==> src/core/irq_ctrl_pkg.sv <==
package irq_ctrl_pkg;

    ////////////////////////////////////////////////////////////////////////
    // Sizes
    localparam int LINES = 32;
    localparam int PRIO_W = 2;
    localparam int EXC_W = 6;
    localparam int ADDR_W = 6;

    ////////////////////////////////////////////////////////////////////////
    // Exception numbers
    localparam logic [5:0] EXC_NONE = 6'h00;
    localparam logic [5:0] EXC_RESET = 6'h01;
    localparam logic [5:0] EXC_NMI = 6'h02;
    localparam logic [5:0] EXC_FAULT = 6'h03;
    localparam logic [5:0] EXC_SVC = 6'h0B;
    localparam logic [5:0] EXC_DEFERRED_SERVICE_EXCEPTION = 6'h0E;
    localparam logic [5:0] EXC_TICK = 6'h0F;
    localparam logic [5:0] EXC_LINE_FIRST = 6'h10;
    localparam logic [5:0] EXC_LINE_LAST = 6'h2F;

    ////////////////////////////////////////////////////////////////////////
    // Urgency ranks, lower is more urgent
    localparam logic [2:0] RANK_RESET = 3'h0;
    localparam logic [2:0] RANK_NMI = 3'h1;
    localparam logic [2:0] RANK_FAULT = 3'h2;
    localparam logic [2:0] RANK_CFG_BASE = 3'h3;
    localparam logic [2:0] RANK_NONE = 3'h7;

    ////////////////////////////////////////////////////////////////////////
    // Vector table and boot fetch addresses
    localparam logic [31:0] FLASH_BASE = 32'h0000_0000;
    localparam logic [31:0] SRAM_BASE = 32'h2000_0000;
    localparam logic [31:0] FETCH_SP = 32'h0000_0000;
    localparam logic [31:0] FETCH_RST = 32'h0000_0004;
    localparam logic [31:0] FETCH_NMI = 32'h0000_0008;
    localparam logic [31:0] SUPERVISORY_ROM_NMI_OFS = 32'h0000_0008;

    ////////////////////////////////////////////////////////////////////////
    // Register offsets and fields
    localparam logic [5:0] OFS_ENABLE = 6'h00;
    localparam logic [5:0] OFS_PRIO_LO = 6'h04;
    localparam logic [5:0] OFS_PRIO_HI = 6'h08;
    localparam logic [5:0] OFS_SYS_PRIO = 6'h0C;
    localparam logic [5:0] OFS_PENDING = 6'h10;
    localparam logic [5:0] OFS_ACTIVE = 6'h14;
    localparam logic [5:0] OFS_CONFIG = 6'h18;
    localparam logic [5:0] OFS_SYSTEM_CALL_REQUEST_BIT = 6'h1C;
    localparam logic [5:0] OFS_STATUS = 6'h20;
    localparam int CFG_SRAM_BIT = 0;
    localparam int SYSTEM_CALL_REQUEST_BIT_CALL_BIT = 0;
    localparam int SYSTEM_CALL_REQUEST_BIT_NOOVR_BIT = 1;
    localparam int STATUS_REQ_BIT = 8;
    localparam logic [1:0] RESP_OKAY = 2'h0;
    localparam logic [1:0] RESP_SLVERR = 2'h2;

    ////////////////////////////////////////////////////////////////////////
    // Reset values
    localparam logic [31:0] RST_ENABLE = 32'h0000_0000;
    localparam logic [63:0] RST_PRIO = 64'h0;
    localparam logic [5:0] RST_SYS_PRIO = 6'h00;
    localparam logic [31:0] RST_PENDING = 32'h0000_0000;
    localparam logic RST_SRAM_SEL = 1'h0;
    localparam logic [1:0] RST_SYSTEM_CALL_REQUEST_BIT = 2'h0;

    ////////////////////////////////////////////////////////////////////////
    // Types
    typedef enum logic [2:0] {
        BUS_IDLE = 3'b001,
        BUS_WRESP = 3'b010,
        BUS_RRESP = 3'b100
    } bus_state_t;

    typedef struct packed {
        logic nmi;
        logic fault;
        logic svc;
        logic deferred_service_exception;
        logic tick;
    } sys_src_t;

    typedef struct packed {
        logic entry_valid;
        logic [5:0] entry_num;
        logic exit_valid;
        logic [5:0] exit_num;
    } core_ack_t;

    typedef struct packed {
        logic irq_req;
        logic [5:0] exc_num;
        logic [31:0] vec_addr;
    } core_req_t;

    typedef struct packed {
        logic valid;
        logic [31:0] addr;
    } fetch_req_t;

    typedef struct packed {
        logic valid;
        logic from_supervisory_rom;
        logic [31:0] addr;
    } fetch_rsp_t;

endpackage

==> src/core/boot_fetch_redirect.sv <==
`timescale 1ns/1ps
module boot_fetch_redirect (
    // Clock and reset
    input wire logic aclk,
    input wire logic aresetn,
    // Controls
    input wire logic redirect_disable,
    input wire logic syscall,
    // Fetch path
    input wire irq_ctrl_pkg::fetch_req_t req,
    output irq_ctrl_pkg::fetch_rsp_t rsp
);
    import irq_ctrl_pkg::*;

    typedef struct packed {
        fetch_rsp_t rsp;
    } fetch_state_t;

    fetch_state_t st_reg;
    fetch_state_t st_next;

    always_comb begin
        st_next = st_reg;
        st_next.rsp.valid = req.valid;
        st_next.rsp.from_supervisory_rom = 1'b0;
        st_next.rsp.addr = req.addr;
        if (req.valid) begin
            if ((req.addr == FETCH_SP || req.addr == FETCH_RST) &&
                !redirect_disable) begin
                st_next.rsp.from_supervisory_rom = 1'b1;
            end
            if (req.addr == FETCH_NMI && syscall) begin
                st_next.rsp.from_supervisory_rom = 1'b1;
                st_next.rsp.addr = SUPERVISORY_ROM_NMI_OFS;
            end
        end
    end

    always_ff @(posedge aclk) begin
        if (!aresetn) begin
            st_reg <= '0;
        end else begin
            st_reg <= st_next;
        end
    end

    assign rsp = st_reg.rsp;
endmodule

==> src/core/vectored_irq_controller.sv <==
// Our own choices: the register addresses and the AXI4-Lite slave port.
`timescale 1ns/1ps
// Behaviour
// - Thirty-two peripheral lines resolved and delivered
// - Two-bit priority per line, lower wins
// - Per-line enable; disabled lines never delivered
// - Rising edge sets sticky pending bit
// - Exception number presented with request
// - Pending clears when core enters handler
// - Edges during service collapse into one
// - Line high at handler exit repends
// - Most urgent pending request is forwarded
// - Higher priority preempts running handler
// - Lines map to exceptions 16..47, base+4n
// - NMI and fault outrank configurable levels
// - Exceptions 11,14,15 configurable; reserved never raised
// - Word zero is stack pointer, not exception
// - Select bit places table in sram or flash
// - Boot words redirected to rom unless disabled
// - Syscall bit redirects nmi vector fetch
// - Reset handler from rom, or flash if redirect disabled
module vectored_irq_controller #(
    parameter int N_LINES = irq_ctrl_pkg::LINES
) (
    // Clock and reset
    input wire logic aclk,
    input wire logic aresetn,
    // Register bus write
    input wire logic awvalid,
    output logic awready,
    input wire logic [31:0] awaddr,
    input wire logic [2:0] awprot,
    input wire logic wvalid,
    output logic wready,
    input wire logic [31:0] wdata,
    input wire logic [3:0] wstrb,
    output logic bvalid,
    input wire logic bready,
    output logic [1:0] bresp,
    // Register bus read
    input wire logic arvalid,
    output logic arready,
    input wire logic [31:0] araddr,
    input wire logic [2:0] arprot,
    output logic rvalid,
    input wire logic rready,
    output logic [31:0] rdata,
    output logic [1:0] rresp,
    // Interrupt sources
    input wire logic [31:0] irq_lines,
    input wire irq_ctrl_pkg::sys_src_t sys_src,
    // Core side
    input wire irq_ctrl_pkg::core_ack_t core_ack,
    output irq_ctrl_pkg::core_req_t core_req,
    // Vector fetch path
    input wire irq_ctrl_pkg::fetch_req_t fetch_req,
    output irq_ctrl_pkg::fetch_rsp_t fetch_rsp
);
    import irq_ctrl_pkg::*;

    if (N_LINES < 1 || N_LINES > LINES) begin : g_bad_lines
        $error("N_LINES out of range");
    end

    localparam logic [31:0] LINE_MASK = 32'((64'h1 << N_LINES) - 64'h1);

    typedef struct packed {
        logic [31:0] enable;
        logic [63:0] prio;
        logic [5:0] sys_prio;
        logic [31:0] pending;
        logic [31:0] act_line;
        logic [4:0] act_sys;
        logic [31:0] line_prev;
        logic sram_sel;
        logic syscall;
        logic redir_dis;
        core_req_t req;
        bus_state_t bus;
        logic aw_got;
        logic w_got;
        logic [5:0] waddr;
        logic [31:0] wdata;
        logic [3:0] wstrb;
        logic [31:0] rdata;
        logic [1:0] resp;
    } ctrl_state_t;

    ctrl_state_t st_reg;
    ctrl_state_t st_next;
    logic [31:0] set_vec;
    logic [31:0] clr_vec;
    logic [31:0] exit_vec;
    logic [2:0] run_rank;
    logic [2:0] best_rank;
    logic [5:0] best_num;

    ////////////////////////////////////////////////////////////////////////
    // Helpers
    function automatic logic [31:0] merge(logic [31:0] old,
                                          logic [31:0] val,
                                          logic [3:0] strb);
        logic [31:0] r;
        r = old;
        for (int b = 0; b < 4; b++) begin
            if (strb[b]) begin
                r[b*8 +: 8] = val[b*8 +: 8];
            end
        end
        return r;
    endfunction

    function automatic logic [2:0] rank_of(logic [1:0] p);
        return RANK_CFG_BASE + {1'b0, p};
    endfunction

    function automatic logic [31:0] line_bit(logic v, logic [5:0] exc);
        logic [5:0] idx;
        idx = exc - EXC_LINE_FIRST;
        if (v && exc >= EXC_LINE_FIRST && exc <= EXC_LINE_LAST) begin
            return (32'h1 << idx[4:0]) & LINE_MASK;
        end
        return 32'h0;
    endfunction

    function automatic logic [4:0] sys_bit(logic v, logic [5:0] exc);
        if (!v) begin
            return 5'h00;
        end
        case (exc)
            EXC_NMI: return 5'h10;
            EXC_FAULT: return 5'h08;
            EXC_SVC: return 5'h04;
            EXC_DEFERRED_SERVICE_EXCEPTION: return 5'h02;
            EXC_TICK: return 5'h01;
            default: return 5'h00;
        endcase
    endfunction

    function automatic logic [31:0] vector_of(logic [5:0] exc, logic sram);
        logic [31:0] base;
        base = (sram && exc != EXC_RESET) ? SRAM_BASE : FLASH_BASE;
        return base + {24'h0, exc, 2'b00};
    endfunction

    function automatic logic mapped(logic [31:0] a);
        return a[31:6] == 26'h0 && a[1:0] == 2'b00 && a[5:0] <= OFS_STATUS;
    endfunction

    ////////////////////////////////////////////////////////////////////////
    // Pending and active tracking
    always_comb begin
        clr_vec = line_bit(core_ack.entry_valid, core_ack.entry_num);
        exit_vec = line_bit(core_ack.exit_valid, core_ack.exit_num);
        set_vec = irq_lines & ~st_reg.line_prev & LINE_MASK;
        set_vec = set_vec | (exit_vec & irq_lines);
    end

    ////////////////////////////////////////////////////////////////////////
    // Arbitration
    always_comb begin
        logic [2:0] r;
        logic [4:0] sreq;
        r = RANK_NONE;
        sreq = 5'h00;
        run_rank = RANK_NONE;
        best_rank = RANK_NONE;
        best_num = EXC_NONE;
        for (int i = 0; i < LINES; i++) begin
            r = rank_of(st_reg.prio[i*2 +: 2]);
            if (st_reg.act_line[i] && r < run_rank) begin
                run_rank = r;
            end
        end
        if (st_reg.act_sys[0] && rank_of(st_reg.sys_prio[5:4]) < run_rank) begin
            run_rank = rank_of(st_reg.sys_prio[5:4]);
        end
        if (st_reg.act_sys[1] && rank_of(st_reg.sys_prio[3:2]) < run_rank) begin
            run_rank = rank_of(st_reg.sys_prio[3:2]);
        end
        if (st_reg.act_sys[2] && rank_of(st_reg.sys_prio[1:0]) < run_rank) begin
            run_rank = rank_of(st_reg.sys_prio[1:0]);
        end
        if (st_reg.act_sys[3] && RANK_FAULT < run_rank) begin
            run_rank = RANK_FAULT;
        end
        if (st_reg.act_sys[4]) begin
            run_rank = RANK_NMI;
        end
        // Descending scan with <= makes the lowest number win a tie
        for (int i = LINES - 1; i >= 0; i--) begin
            r = rank_of(st_reg.prio[i*2 +: 2]);
            if (st_reg.pending[i] && st_reg.enable[i] && r <= best_rank) begin
                best_rank = r;
                best_num = EXC_LINE_FIRST + 6'(i);
            end
        end
        sreq = {sys_src.nmi | st_reg.syscall, sys_src.fault, sys_src.svc,
                sys_src.deferred_service_exception, sys_src.tick} & ~st_reg.act_sys;
        if (sreq[0] && rank_of(st_reg.sys_prio[5:4]) <= best_rank) begin
            best_rank = rank_of(st_reg.sys_prio[5:4]);
            best_num = EXC_TICK;
        end
        if (sreq[1] && rank_of(st_reg.sys_prio[3:2]) <= best_rank) begin
            best_rank = rank_of(st_reg.sys_prio[3:2]);
            best_num = EXC_DEFERRED_SERVICE_EXCEPTION;
        end
        if (sreq[2] && rank_of(st_reg.sys_prio[1:0]) <= best_rank) begin
            best_rank = rank_of(st_reg.sys_prio[1:0]);
            best_num = EXC_SVC;
        end
        if (sreq[3]) begin
            best_rank = RANK_FAULT;
            best_num = EXC_FAULT;
        end
        if (sreq[4]) begin
            best_rank = RANK_NMI;
            best_num = EXC_NMI;
        end
    end

    ////////////////////////////////////////////////////////////////////////
    // Next state
    always_comb begin
        logic [5:0] a;
        logic [31:0] d;
        logic [3:0] s;
        logic do_w;
        st_next = st_reg;
        a = st_reg.waddr;
        d = st_reg.wdata;
        s = st_reg.wstrb;
        do_w = 1'b0;
        st_next.line_prev = irq_lines;
        // Set wins over the clear of the same cycle
        st_next.pending = (st_reg.pending & ~clr_vec) | set_vec;
        st_next.act_line = (st_reg.act_line & ~exit_vec) | clr_vec;
        st_next.act_sys = (st_reg.act_sys &
                           ~sys_bit(core_ack.exit_valid, core_ack.exit_num)) |
                          sys_bit(core_ack.entry_valid, core_ack.entry_num);
        st_next.req.irq_req = best_rank < run_rank;
        st_next.req.exc_num = (best_rank < run_rank) ? best_num : EXC_NONE;
        st_next.req.vec_addr = vector_of(st_next.req.exc_num,
                                         st_reg.sram_sel);
        case (st_reg.bus)
            BUS_IDLE: begin
                if (awvalid && !st_reg.aw_got) begin
                    st_next.aw_got = 1'b1;
                    st_next.waddr = awaddr[5:0];
                    a = awaddr[5:0];
                end
                if (wvalid && !st_reg.w_got) begin
                    st_next.w_got = 1'b1;
                    st_next.wdata = wdata;
                    st_next.wstrb = wstrb;
                    d = wdata;
                    s = wstrb;
                end
                if (st_next.aw_got && st_next.w_got) begin
                    do_w = 1'b1;
                    st_next.aw_got = 1'b0;
                    st_next.w_got = 1'b0;
                    st_next.bus = BUS_WRESP;
                    st_next.resp = RESP_OKAY;
                    if (!mapped({awvalid && !st_reg.aw_got ?
                                 awaddr[31:6] : 26'h0, a})) begin
                        st_next.resp = RESP_SLVERR;
                        do_w = 1'b0;
                    end
                end else if (arvalid && !st_reg.aw_got && !st_reg.w_got) begin
                    st_next.bus = BUS_RRESP;
                    st_next.resp = mapped(araddr) ? RESP_OKAY : RESP_SLVERR;
                    st_next.rdata = 32'h0;
                    if (mapped(araddr)) begin
                        case (araddr[5:0])
                            OFS_ENABLE: st_next.rdata = st_reg.enable;
                            OFS_PRIO_LO: st_next.rdata = st_reg.prio[31:0];
                            OFS_PRIO_HI: st_next.rdata = st_reg.prio[63:32];
                            OFS_SYS_PRIO: st_next.rdata = {26'h0, st_reg.sys_prio};
                            OFS_PENDING: st_next.rdata = st_reg.pending;
                            OFS_ACTIVE: st_next.rdata = st_reg.act_line;
                            OFS_CONFIG: st_next.rdata = {31'h0, st_reg.sram_sel};
                            OFS_SYSTEM_CALL_REQUEST_BIT: st_next.rdata = {30'h0, st_reg.redir_dis,
                                                         st_reg.syscall};
                            OFS_STATUS: st_next.rdata = {23'h0, st_reg.req.irq_req,
                                                         2'h0, st_reg.req.exc_num};
                            default: st_next.rdata = 32'h0;
                        endcase
                    end
                end
            end
            BUS_WRESP: begin
                if (bready) begin
                    st_next.bus = BUS_IDLE;
                end
            end
            BUS_RRESP: begin
                if (rready) begin
                    st_next.bus = BUS_IDLE;
                end
            end
            default: begin
                st_next.bus = BUS_IDLE;
            end
        endcase
        if (do_w) begin
            case (a)
                OFS_ENABLE: st_next.enable = merge(st_reg.enable, d, s) & LINE_MASK;
                OFS_PRIO_LO: st_next.prio[31:0] = merge(st_reg.prio[31:0], d, s);
                OFS_PRIO_HI: st_next.prio[63:32] = merge(st_reg.prio[63:32], d, s);
                OFS_SYS_PRIO: begin
                    if (s[0]) begin
                        st_next.sys_prio = d[5:0];
                    end
                end
                OFS_CONFIG: begin
                    if (s[0]) begin
                        st_next.sram_sel = d[CFG_SRAM_BIT];
                    end
                end
                OFS_SYSTEM_CALL_REQUEST_BIT: begin
                    if (s[0]) begin
                        st_next.syscall = d[SYSTEM_CALL_REQUEST_BIT_CALL_BIT];
                        st_next.redir_dis = d[SYSTEM_CALL_REQUEST_BIT_NOOVR_BIT];
                    end
                end
                default: begin
                end
            endcase
        end
    end

    always_ff @(posedge aclk) begin
        if (!aresetn) begin
            st_reg <= '0;
            st_reg.enable <= RST_ENABLE;
            st_reg.prio <= RST_PRIO;
            st_reg.sys_prio <= RST_SYS_PRIO;
            st_reg.pending <= RST_PENDING;
            st_reg.sram_sel <= RST_SRAM_SEL;
            st_reg.syscall <= RST_SYSTEM_CALL_REQUEST_BIT[SYSTEM_CALL_REQUEST_BIT_CALL_BIT];
            st_reg.redir_dis <= RST_SYSTEM_CALL_REQUEST_BIT[SYSTEM_CALL_REQUEST_BIT_NOOVR_BIT];
            st_reg.bus <= BUS_IDLE;
        end else begin
            st_reg <= st_next;
        end
    end

    ////////////////////////////////////////////////////////////////////////
    // Outputs
    assign awready = st_reg.bus == BUS_IDLE && !st_reg.aw_got;
    assign wready = st_reg.bus == BUS_IDLE && !st_reg.w_got;
    assign arready = st_reg.bus == BUS_IDLE && !st_reg.aw_got &&
                     !st_reg.w_got && !(awvalid && wvalid);
    assign bvalid = st_reg.bus == BUS_WRESP;
    assign rvalid = st_reg.bus == BUS_RRESP;
    assign bresp = st_reg.resp;
    assign rresp = st_reg.resp;
    assign rdata = st_reg.rdata;
    assign core_req = st_reg.req;

    boot_fetch_redirect u_fetch (
        .aclk(aclk),
        .aresetn(aresetn),
        .redirect_disable(st_reg.redir_dis),
        .syscall(st_reg.syscall),
        .req(fetch_req),
        .rsp(fetch_rsp)
    );

    function automatic logic sreq_none();
        return !(sys_src.nmi | sys_src.fault | sys_src.svc |
                 sys_src.deferred_service_exception | sys_src.tick | st_reg.syscall);
    endfunction
endmodule

==> config.mk <==
export PLATFORM = sky130hd
export DESIGN_NAME = vectored_irq_controller
export DESIGN_NICKNAME = d
export VERILOG_FILES = /design/src/core/irq_ctrl_pkg.sv /design/src/core/boot_fetch_redirect.sv /design/src/core/vectored_irq_controller.sv
export SDC_FILE = /design/constraint.sdc
export NUM_CORES = 1
export LEC_CHECK = 0
export ABC_AREA = 1
export ABC_CLOCK_PERIOD_IN_PS = 32800
export BUFFER_PORTS_ARGS = -buffer_cell sky130_fd_sc_hd__buf_2
export CORE_MARGIN = 1
export CORE_UTILIZATION = 50
export CTS_BUF_LIST = sky130_fd_sc_hd__clkbuf_8 sky130_fd_sc_hd__clkbuf_16
export CTS_CLUSTER_DIAMETER = 40
export DETAILED_ROUTE_END_ITERATION = 6
export PLACE_DENSITY = 0.76
export RECOVER_POWER = 25
export SKIP_CTS_REPAIR_TIMING = 1
export SYNTH_ARGS = -nofsm -noshare
export SYNTH_HDL_FRONTEND = slang
export SYNTH_SLANG_ARGS = --single-unit
export TNS_END_PERCENT = 30
==> constraint.sdc <==
create_clock -name aclk -period 32.8 [get_ports aclk]
set_input_delay 1.64 -clock aclk [delete_from_list [all_inputs] [get_ports aclk]]
set_output_delay 1.64 -clock aclk [all_outputs]
set_load 0.05 [all_outputs]
# After elaboration in Yosys (flattened, before gate mapping)

Index checks and enable logic that the tools add are counted.

Register bits: 360
Input port bits: 197

Add/subtract/negate cells: 38
Magnitude comparators: 78
Eq/ne operators: 32
Shift operators: 2
Muxes and demuxes: 153
Bitwise gates (word level): 17
Reductions and logical operators: 157

Operator list:

| operator                                                            | count |
|---|---|
| 32-bit case mux with 9 select lines                                 | 1 |
| 32-bit two-way mux                                                  | 8 |
| 6-bit two-way mux                                                   | 41 |
| 3-bit two-way mux                                                   | 78 |
| 32-bit AND                                                          | 4 |
| 1-bit logical AND                                                   | 124 |
| 2-bit by 2-bit adder with 3-bit output (first input constant)       | 35 |
| 3-bit less-than comparator                                          | 35 |
| 3-bit less-or-equal comparator                                      | 34 |
| 32-bit NOT                                                          | 3 |
| 32-bit bitwise OR                                                   | 3 |
| 1-bit by 5-bit << shifter with 32-bit output (first input constant) | 2 |
| 6-bit by 4-bit == test with 1-bit output (second input constant)    | 10 |
| 26-bit zero test                                                    | 2 |
| 3-bit AND reduction                                                 | 17 |
| 5-bit case mux with 5 select lines                                  | 2 |
| 6-bit by 5-bit == test with 1-bit output (second input constant)    | 6 |
| 33-bit two-way mux                                                  | 1 |
| 32-bit by 3-bit == test with 1-bit output (second input constant)   | 1 |
| 32-bit by 4-bit == test with 1-bit output (second input constant)   | 1 |
| 32-bit zero test                                                    | 1 |
| 30-bit by 8-bit adder with 31-bit output                            | 1 |
| 30-bit two-way mux                                                  | 1 |
| 26-bit two-way mux                                                  | 1 |
| other kinds (31)                                                    | 65 |

# Longest topological paths before layout

Depth in word-level cells: 116
Gate-level depth with buffers: 290
Mapped depth without buffers: 290

# Hierarchy

From an unflattened synthesis, not the netlist that was laid out.

Cells, all modules: 3250
Area, all modules: 21842.2 sq um

Modules (own cells, without submodules):

| module                  | instances | cells an instance | area an instance (sq um) | seq. area each (sq um) |
|---|---|---|---|---|
| vectored_irq_controller | 1         | 3112              | 20739.9                  | 5885.6 |
| boot_fetch_redirect     | 1         | 138               | 1102.3                   | 680.7 |

# Worst setup path after synthesis

No wires, ideal clock.

Kind: reg2reg
From: register st_reg[230] in the netlist's numbering
To: register st_reg, in the netlist core_req[32]
Setup time: 66 ps
Arrival: 31832 ps
Slack: 902 ps
Cell stages (with the launch flop): 170
Cell sequence: dfxtp_1 -> inv_1 -> ha_1 -> inv_1 -> nor2_1 -> ha_1 -> nand3_1 -> nand3_2 -> o21ai_0 -> ha_1 -> nand2_1 -> nand2_1 -> nor2_1 -> nand2_2 -> o21ai_0 -> ha_1 -> nand2_1 -> nand2_1 -> (+134 left out) -> nor2_1 -> nand2_2 -> o21ai_0 -> ha_1 -> a211oi_1 -> nand3_1 -> nand2_1 -> nand2_1 -> nand2_1 -> nand2_1 -> nand3_1 -> nand2_1 -> ha_1 -> nand2_1 -> inv_1 -> nand2_1 -> nand3_2 -> nor2_1

Cells in the longest elaborated chain, start to end: 112
Elaborated cells on any way between the ends: 132
Those cells by class: 1 x add/sub; 41 x order compare; 50 x mux; 40 x reduce/logical

RTL lines:

| item                                                  | RTL line                       | RTL |
|---|---|---|
| start: declaration                                    | vectored_irq_controller.sv:89  | `ctrl_state_t st_reg;` |
| start signal: assignment                              | vectored_irq_controller.sv:345 | `st_reg <= st_next;` |
| 2-bit by 2-bit adder with 3-bit output *              | vectored_irq_controller.sv:114 | `return RANK_CFG_BASE + {1'b0, p};` |
| 3-bit less-than comparator                            | vectored_irq_controller.sv:171 | `if (st_reg.act_line[i] && r < run_rank) begin` |
| 1-bit logical AND                                     | vectored_irq_controller.sv:171 |  |
| 3-bit two-way mux                                     | vectored_irq_controller.sv:171 |  |
| 3-bit less-than comparator                            | vectored_irq_controller.sv:171 |  |
| 1-bit logical AND                                     | vectored_irq_controller.sv:171 |  |
| 3-bit two-way mux                                     | vectored_irq_controller.sv:171 |  |
| 3-bit less-than comparator                            | vectored_irq_controller.sv:171 |  |
| (+96 left out)                                        | --                             |  |
| 1-bit logical AND                                     | vectored_irq_controller.sv:181 | `if (st_reg.act_sys[2] && rank_of(st_reg.sys_prio[1:0]) < run_rank) begin` |
| 3-bit two-way mux                                     | vectored_irq_controller.sv:181 |  |
| 2-bit by 3-bit less-than comparator with 1-bit output | vectored_irq_controller.sv:184 | `if (st_reg.act_sys[3] && RANK_FAULT < run_rank) begin` |
| 1-bit logical AND                                     | vectored_irq_controller.sv:184 |  |
| 3-bit two-way mux                                     | vectored_irq_controller.sv:184 |  |
| 3-bit two-way mux                                     | vectored_irq_controller.sv:187 | `if (st_reg.act_sys[4]) begin` |
| 3-bit less-than comparator                            | vectored_irq_controller.sv:242 | `st_next.req.exc_num = (best_rank < run_rank) ? best_num : EXC_NONE;` |
| 6-bit two-way mux *                                   | vectored_irq_controller.sv:242 |  |

Every way passes the cells marked *; elsewhere a longest branch is shown, timed or not.
A chain may end at the register's enable or synchronous reset.

# Worst setup path in the final report

From: register st_reg[231] in the netlist's numbering
To: register st_reg, in the netlist core_req[32]

The elaborated chain is that of the path after synthesis.

==> key figures <==
Setup path
  • Depth of the most critical reg-to-reg path: approximately 220
  • WP data arrival: 31.53 ns
  • Reg2Reg Setup Slack: 1.82 ns
  • Maximum fanout along the worst path: 7
  • CP max-delay cell: ha_1
  • Crit path largest cell delay: about 0.34 ns
  • Critical Path Start Type: flip-flop
  • CP required: 33.34 ns
  • Worst reg2reg path startpoint: st_reg[231]
  • Nature of the critical path endpoint: flip-flop
  • Most frequent CP cell: nand2_1
  • R2r endpoint: core_req[32]
  • Crit Path Category: flip-flop to flip-flop

Detailed routing
  • Drc violations: 5
  • Final Routed Wirelength: between 70000 and 80000 um
  • DR vias/cell: 5.43
  • Post-DRT Antenna Nets: 0
  • First DRT Iteration DRCs: roughly 2700
  • WL/cell: 17.9 um
  • Vias: around 24000
  • Drt first pass iters: 7

STA
  • Hold Vio Cnt, Final: 0
  • Setup TNS: 0 ns
  • Setup Viol. Count Final: 0
  • Max Clock Skew: roughly 0.027 ns
  • FMAX: about 32 MHz
  • Worst slew pin tran: roughly 4.6 ns
  • Slew HR: -206%
  • Minimum clock period: roughly 31 ns
  • Final Cycle Share: between 90% and 100%
  • Max-slew violations: approximately 160

Synthesis
  • Post-synth ARST share: 0%
  • EDFF count, synth: 0
  • Ys flop type: dfxtp_1
  • Synth cell types: 55
  • Post-Syn Instances: 3211
  • Post-synthesis sequential area ratio: a little under a third
  • Synth warnings: 0
  • Syn_area_per_cell: about 6.8 sq um
  • Synthesized cell area: approximately 22000 sq um
  • FF+latch count, synth: 328

Pwr
  • Leakage power: ~14 nW
  • Total power: between 1 and 1.5 mW
  • Cell Pwr Density: 47.0 nW/um^2
  • VDD IR-drop max: roughly 0.048 mV

Cells and area
  • Filler instances: between 3000 and 4000
  • Fin util: between 60% and 70%
  • Area growth, synth to finish: 30.3%
  • Commonest non-fill, non-tap cell in the layout: nand2_1
  • Leading cell types in the layout, fill and taps excluded: 656 x nand2_1, 483 x inv_1, 337 x buf_4, 323 x dfxtp_1, 266 x a21oi_1
  • Register area: roughly 6600 sq um
  • Layout cells sized above 1: between 30% and 40%
  • Max reg flops: between 200 and 300
  • Multi-input logic area: about 14000 sq um
  • Layout Nets: about 4000
  • Final std cells w/o fill: between 4000 and 5000

Clocking
  • CTS root buf: clkbuf_16
  • Clk Latency, worst-skew pair: slightly above 0.6 ns
  • H-tree Lvls: 2
  • CTS tree: done
  • Clk pin slew, worst setup/hold paths: roughly 0.060 ns
  • Total CTS buffers: 50
  • Clock tree sinks: about 330
  • Clock Tree Buf Depth: 3

Global route
  • First-pass GRT wire length: 116000 um
  • Tot GR Track Use: about 34%
  • Largest net degree at the start of global routing: 98
  • Global route total overflow: 0
  • Initial antenna violation count: 6
  • Vias in the first global route: 21527

Floorplanning
  • FP Rows: 76
  • Die outline height: 211 um
  • Initial core utilization: about half
  • Io pins: 311
  • Core area: roughly 43000 sq um
  • Die area: between 40000 and 50000 sq um
  • Width of the die: ~210 um

Placement
  • Dpl hpwl: between 50000 and 60000 um
  • Cells after DPL: approximately 4200
  • Number of buffers added on ports: approximately 280
  • Routability-driven placement congestion ratio: slightly above 1

Flow run
  • Max-cap violations: 2

Worst hold path
  • Hold Crit Start: rdata[7]
  • Tightest Hold Check Type: flip-flop to flip-flop
  • WHS Endpoint: rdata[7]
  • Hold path depth: 2

Status
  • Run status: complete, but fails checks
  • Failing checks: DRC, capacitance limit, slew limit
## kinds of logic (layout without fill, tap and decap cells)
| group | count (synthesis) | after routing | synth area share [%] |
|---|---|---|---|
| AOI/OAI and AO/OA | 739 | 739 | 19.4 |
| adders and majority gates | 145 | 145 | 8.33 |
| buffers and inverters | 661 | 1214 | 12.8 |
| DFF | 328 | 328 | 30.1 |
| muxes | 9 | 9 | 0.414 |
| other | 1 | 31 | 0.0172 |
| and+or+nand+nor | 1328 | 1328 | 28.9 |
## worst max-delay path, delay by kind of cell (launching register included)
| family | cells | cell delay, ns |
|---|---|---|
| AO/OA/AOI/OAI | 55 | 9.24 |
| adder cells (fa/ha/maj) | 36 | 9.33 |
| buffers and inverters | 29 | 3.51 |
| flip-flops | 1 | 0.33 |
| AND/OR/NAND/NOR | 98 | 8.45 |
## cell type report
class                      count  area share (%)
clock buffer                  54            4.60
sequential                   328            23.2
inverter                     505            6.72
clock inverter                40            1.49
antenna                        4          0.0353
multi-input combinational   2248            47.7
tap                          585            2.58
timing repair buffer         615            13.7
## per-stage QoR
step / area, sq um / setup WS (ns) / hold slack, ns
2_1_floorplan: 21900 / 0.902 / 0.407
3_3_place_gp: 25400 / -1.13 / 0.445
3_5_place_dp: 25400 / -2.53 / 0.452
4_1_cts: 27200 / -2.85 / 0.460
5_1_grt: 28400 / -0.507 / 0.477
6_report: 28400 / 1.82 / 0.459
## report_power, final
group / switching [mW] / total [mW] / leakage [nW] / internal [mW]
Combinational: 0.243 / 0.345 / 10.4 / 0.102
Sequential: 0.0150 / 0.445 / 2.68 / 0.430
Clock: 0.233 / 0.544 / 0.848 / 0.311
Total: 0.491 / 1.33 / 13.9 / 0.844
## worst max-delay path by stage
stage                      from           end  slack (ns)
floorplan           st_reg[230]  core_req[32]        0.90
global placement    st_reg[230]   core_req[7]       -1.13
detailed placement  st_reg[230]  core_req[33]       -2.53
CTS                 st_reg[230]  core_req[33]       -2.85
global route        st_reg[231]  core_req[32]       -0.51
finish              st_reg[231]  core_req[32]        1.82
## per-layer routing
metal | part of all wire, % | track usage [%]
met1 | 41 | 43.8
met2 | 45 | 53.7
met3 | 9.8 | 6.27
met4 | 5.0 | 15.4
met5 | 0.036 | 0
## synthesized netlist by cell type, drive strengths merged, types with 2 or more instances
library cell / number / area [sq um]
a2111oi: 2 / 17.5
a211oi: 26 / 200
a21oi: 289 / 1480
a221oi: 2 / 17.5
a22oi: 11 / 82.6
a31o: 33 / 289
a31oi: 14 / 93.8
buf: 77 / 571
clkbuf: 79 / 317
clkinv: 9 / 41.3
dfxtp: 328 / 6570
ha: 145 / 1810
inv: 496 / 1860
mux2i: 9 / 90.1
nand2: 869 / 3880
nand3: 188 / 1250
nand4: 12 / 75.1
nor2: 215 / 822
nor3: 24 / 125
nor4: 17 / 106
o2111ai: 2 / 17.5
o211ai: 8 / 75.1
o21ai: 274 / 1380
o221ai: 23 / 201
o22ai: 41 / 257
o31ai: 9 / 67.6
Power figures use the tool's default switching activity.
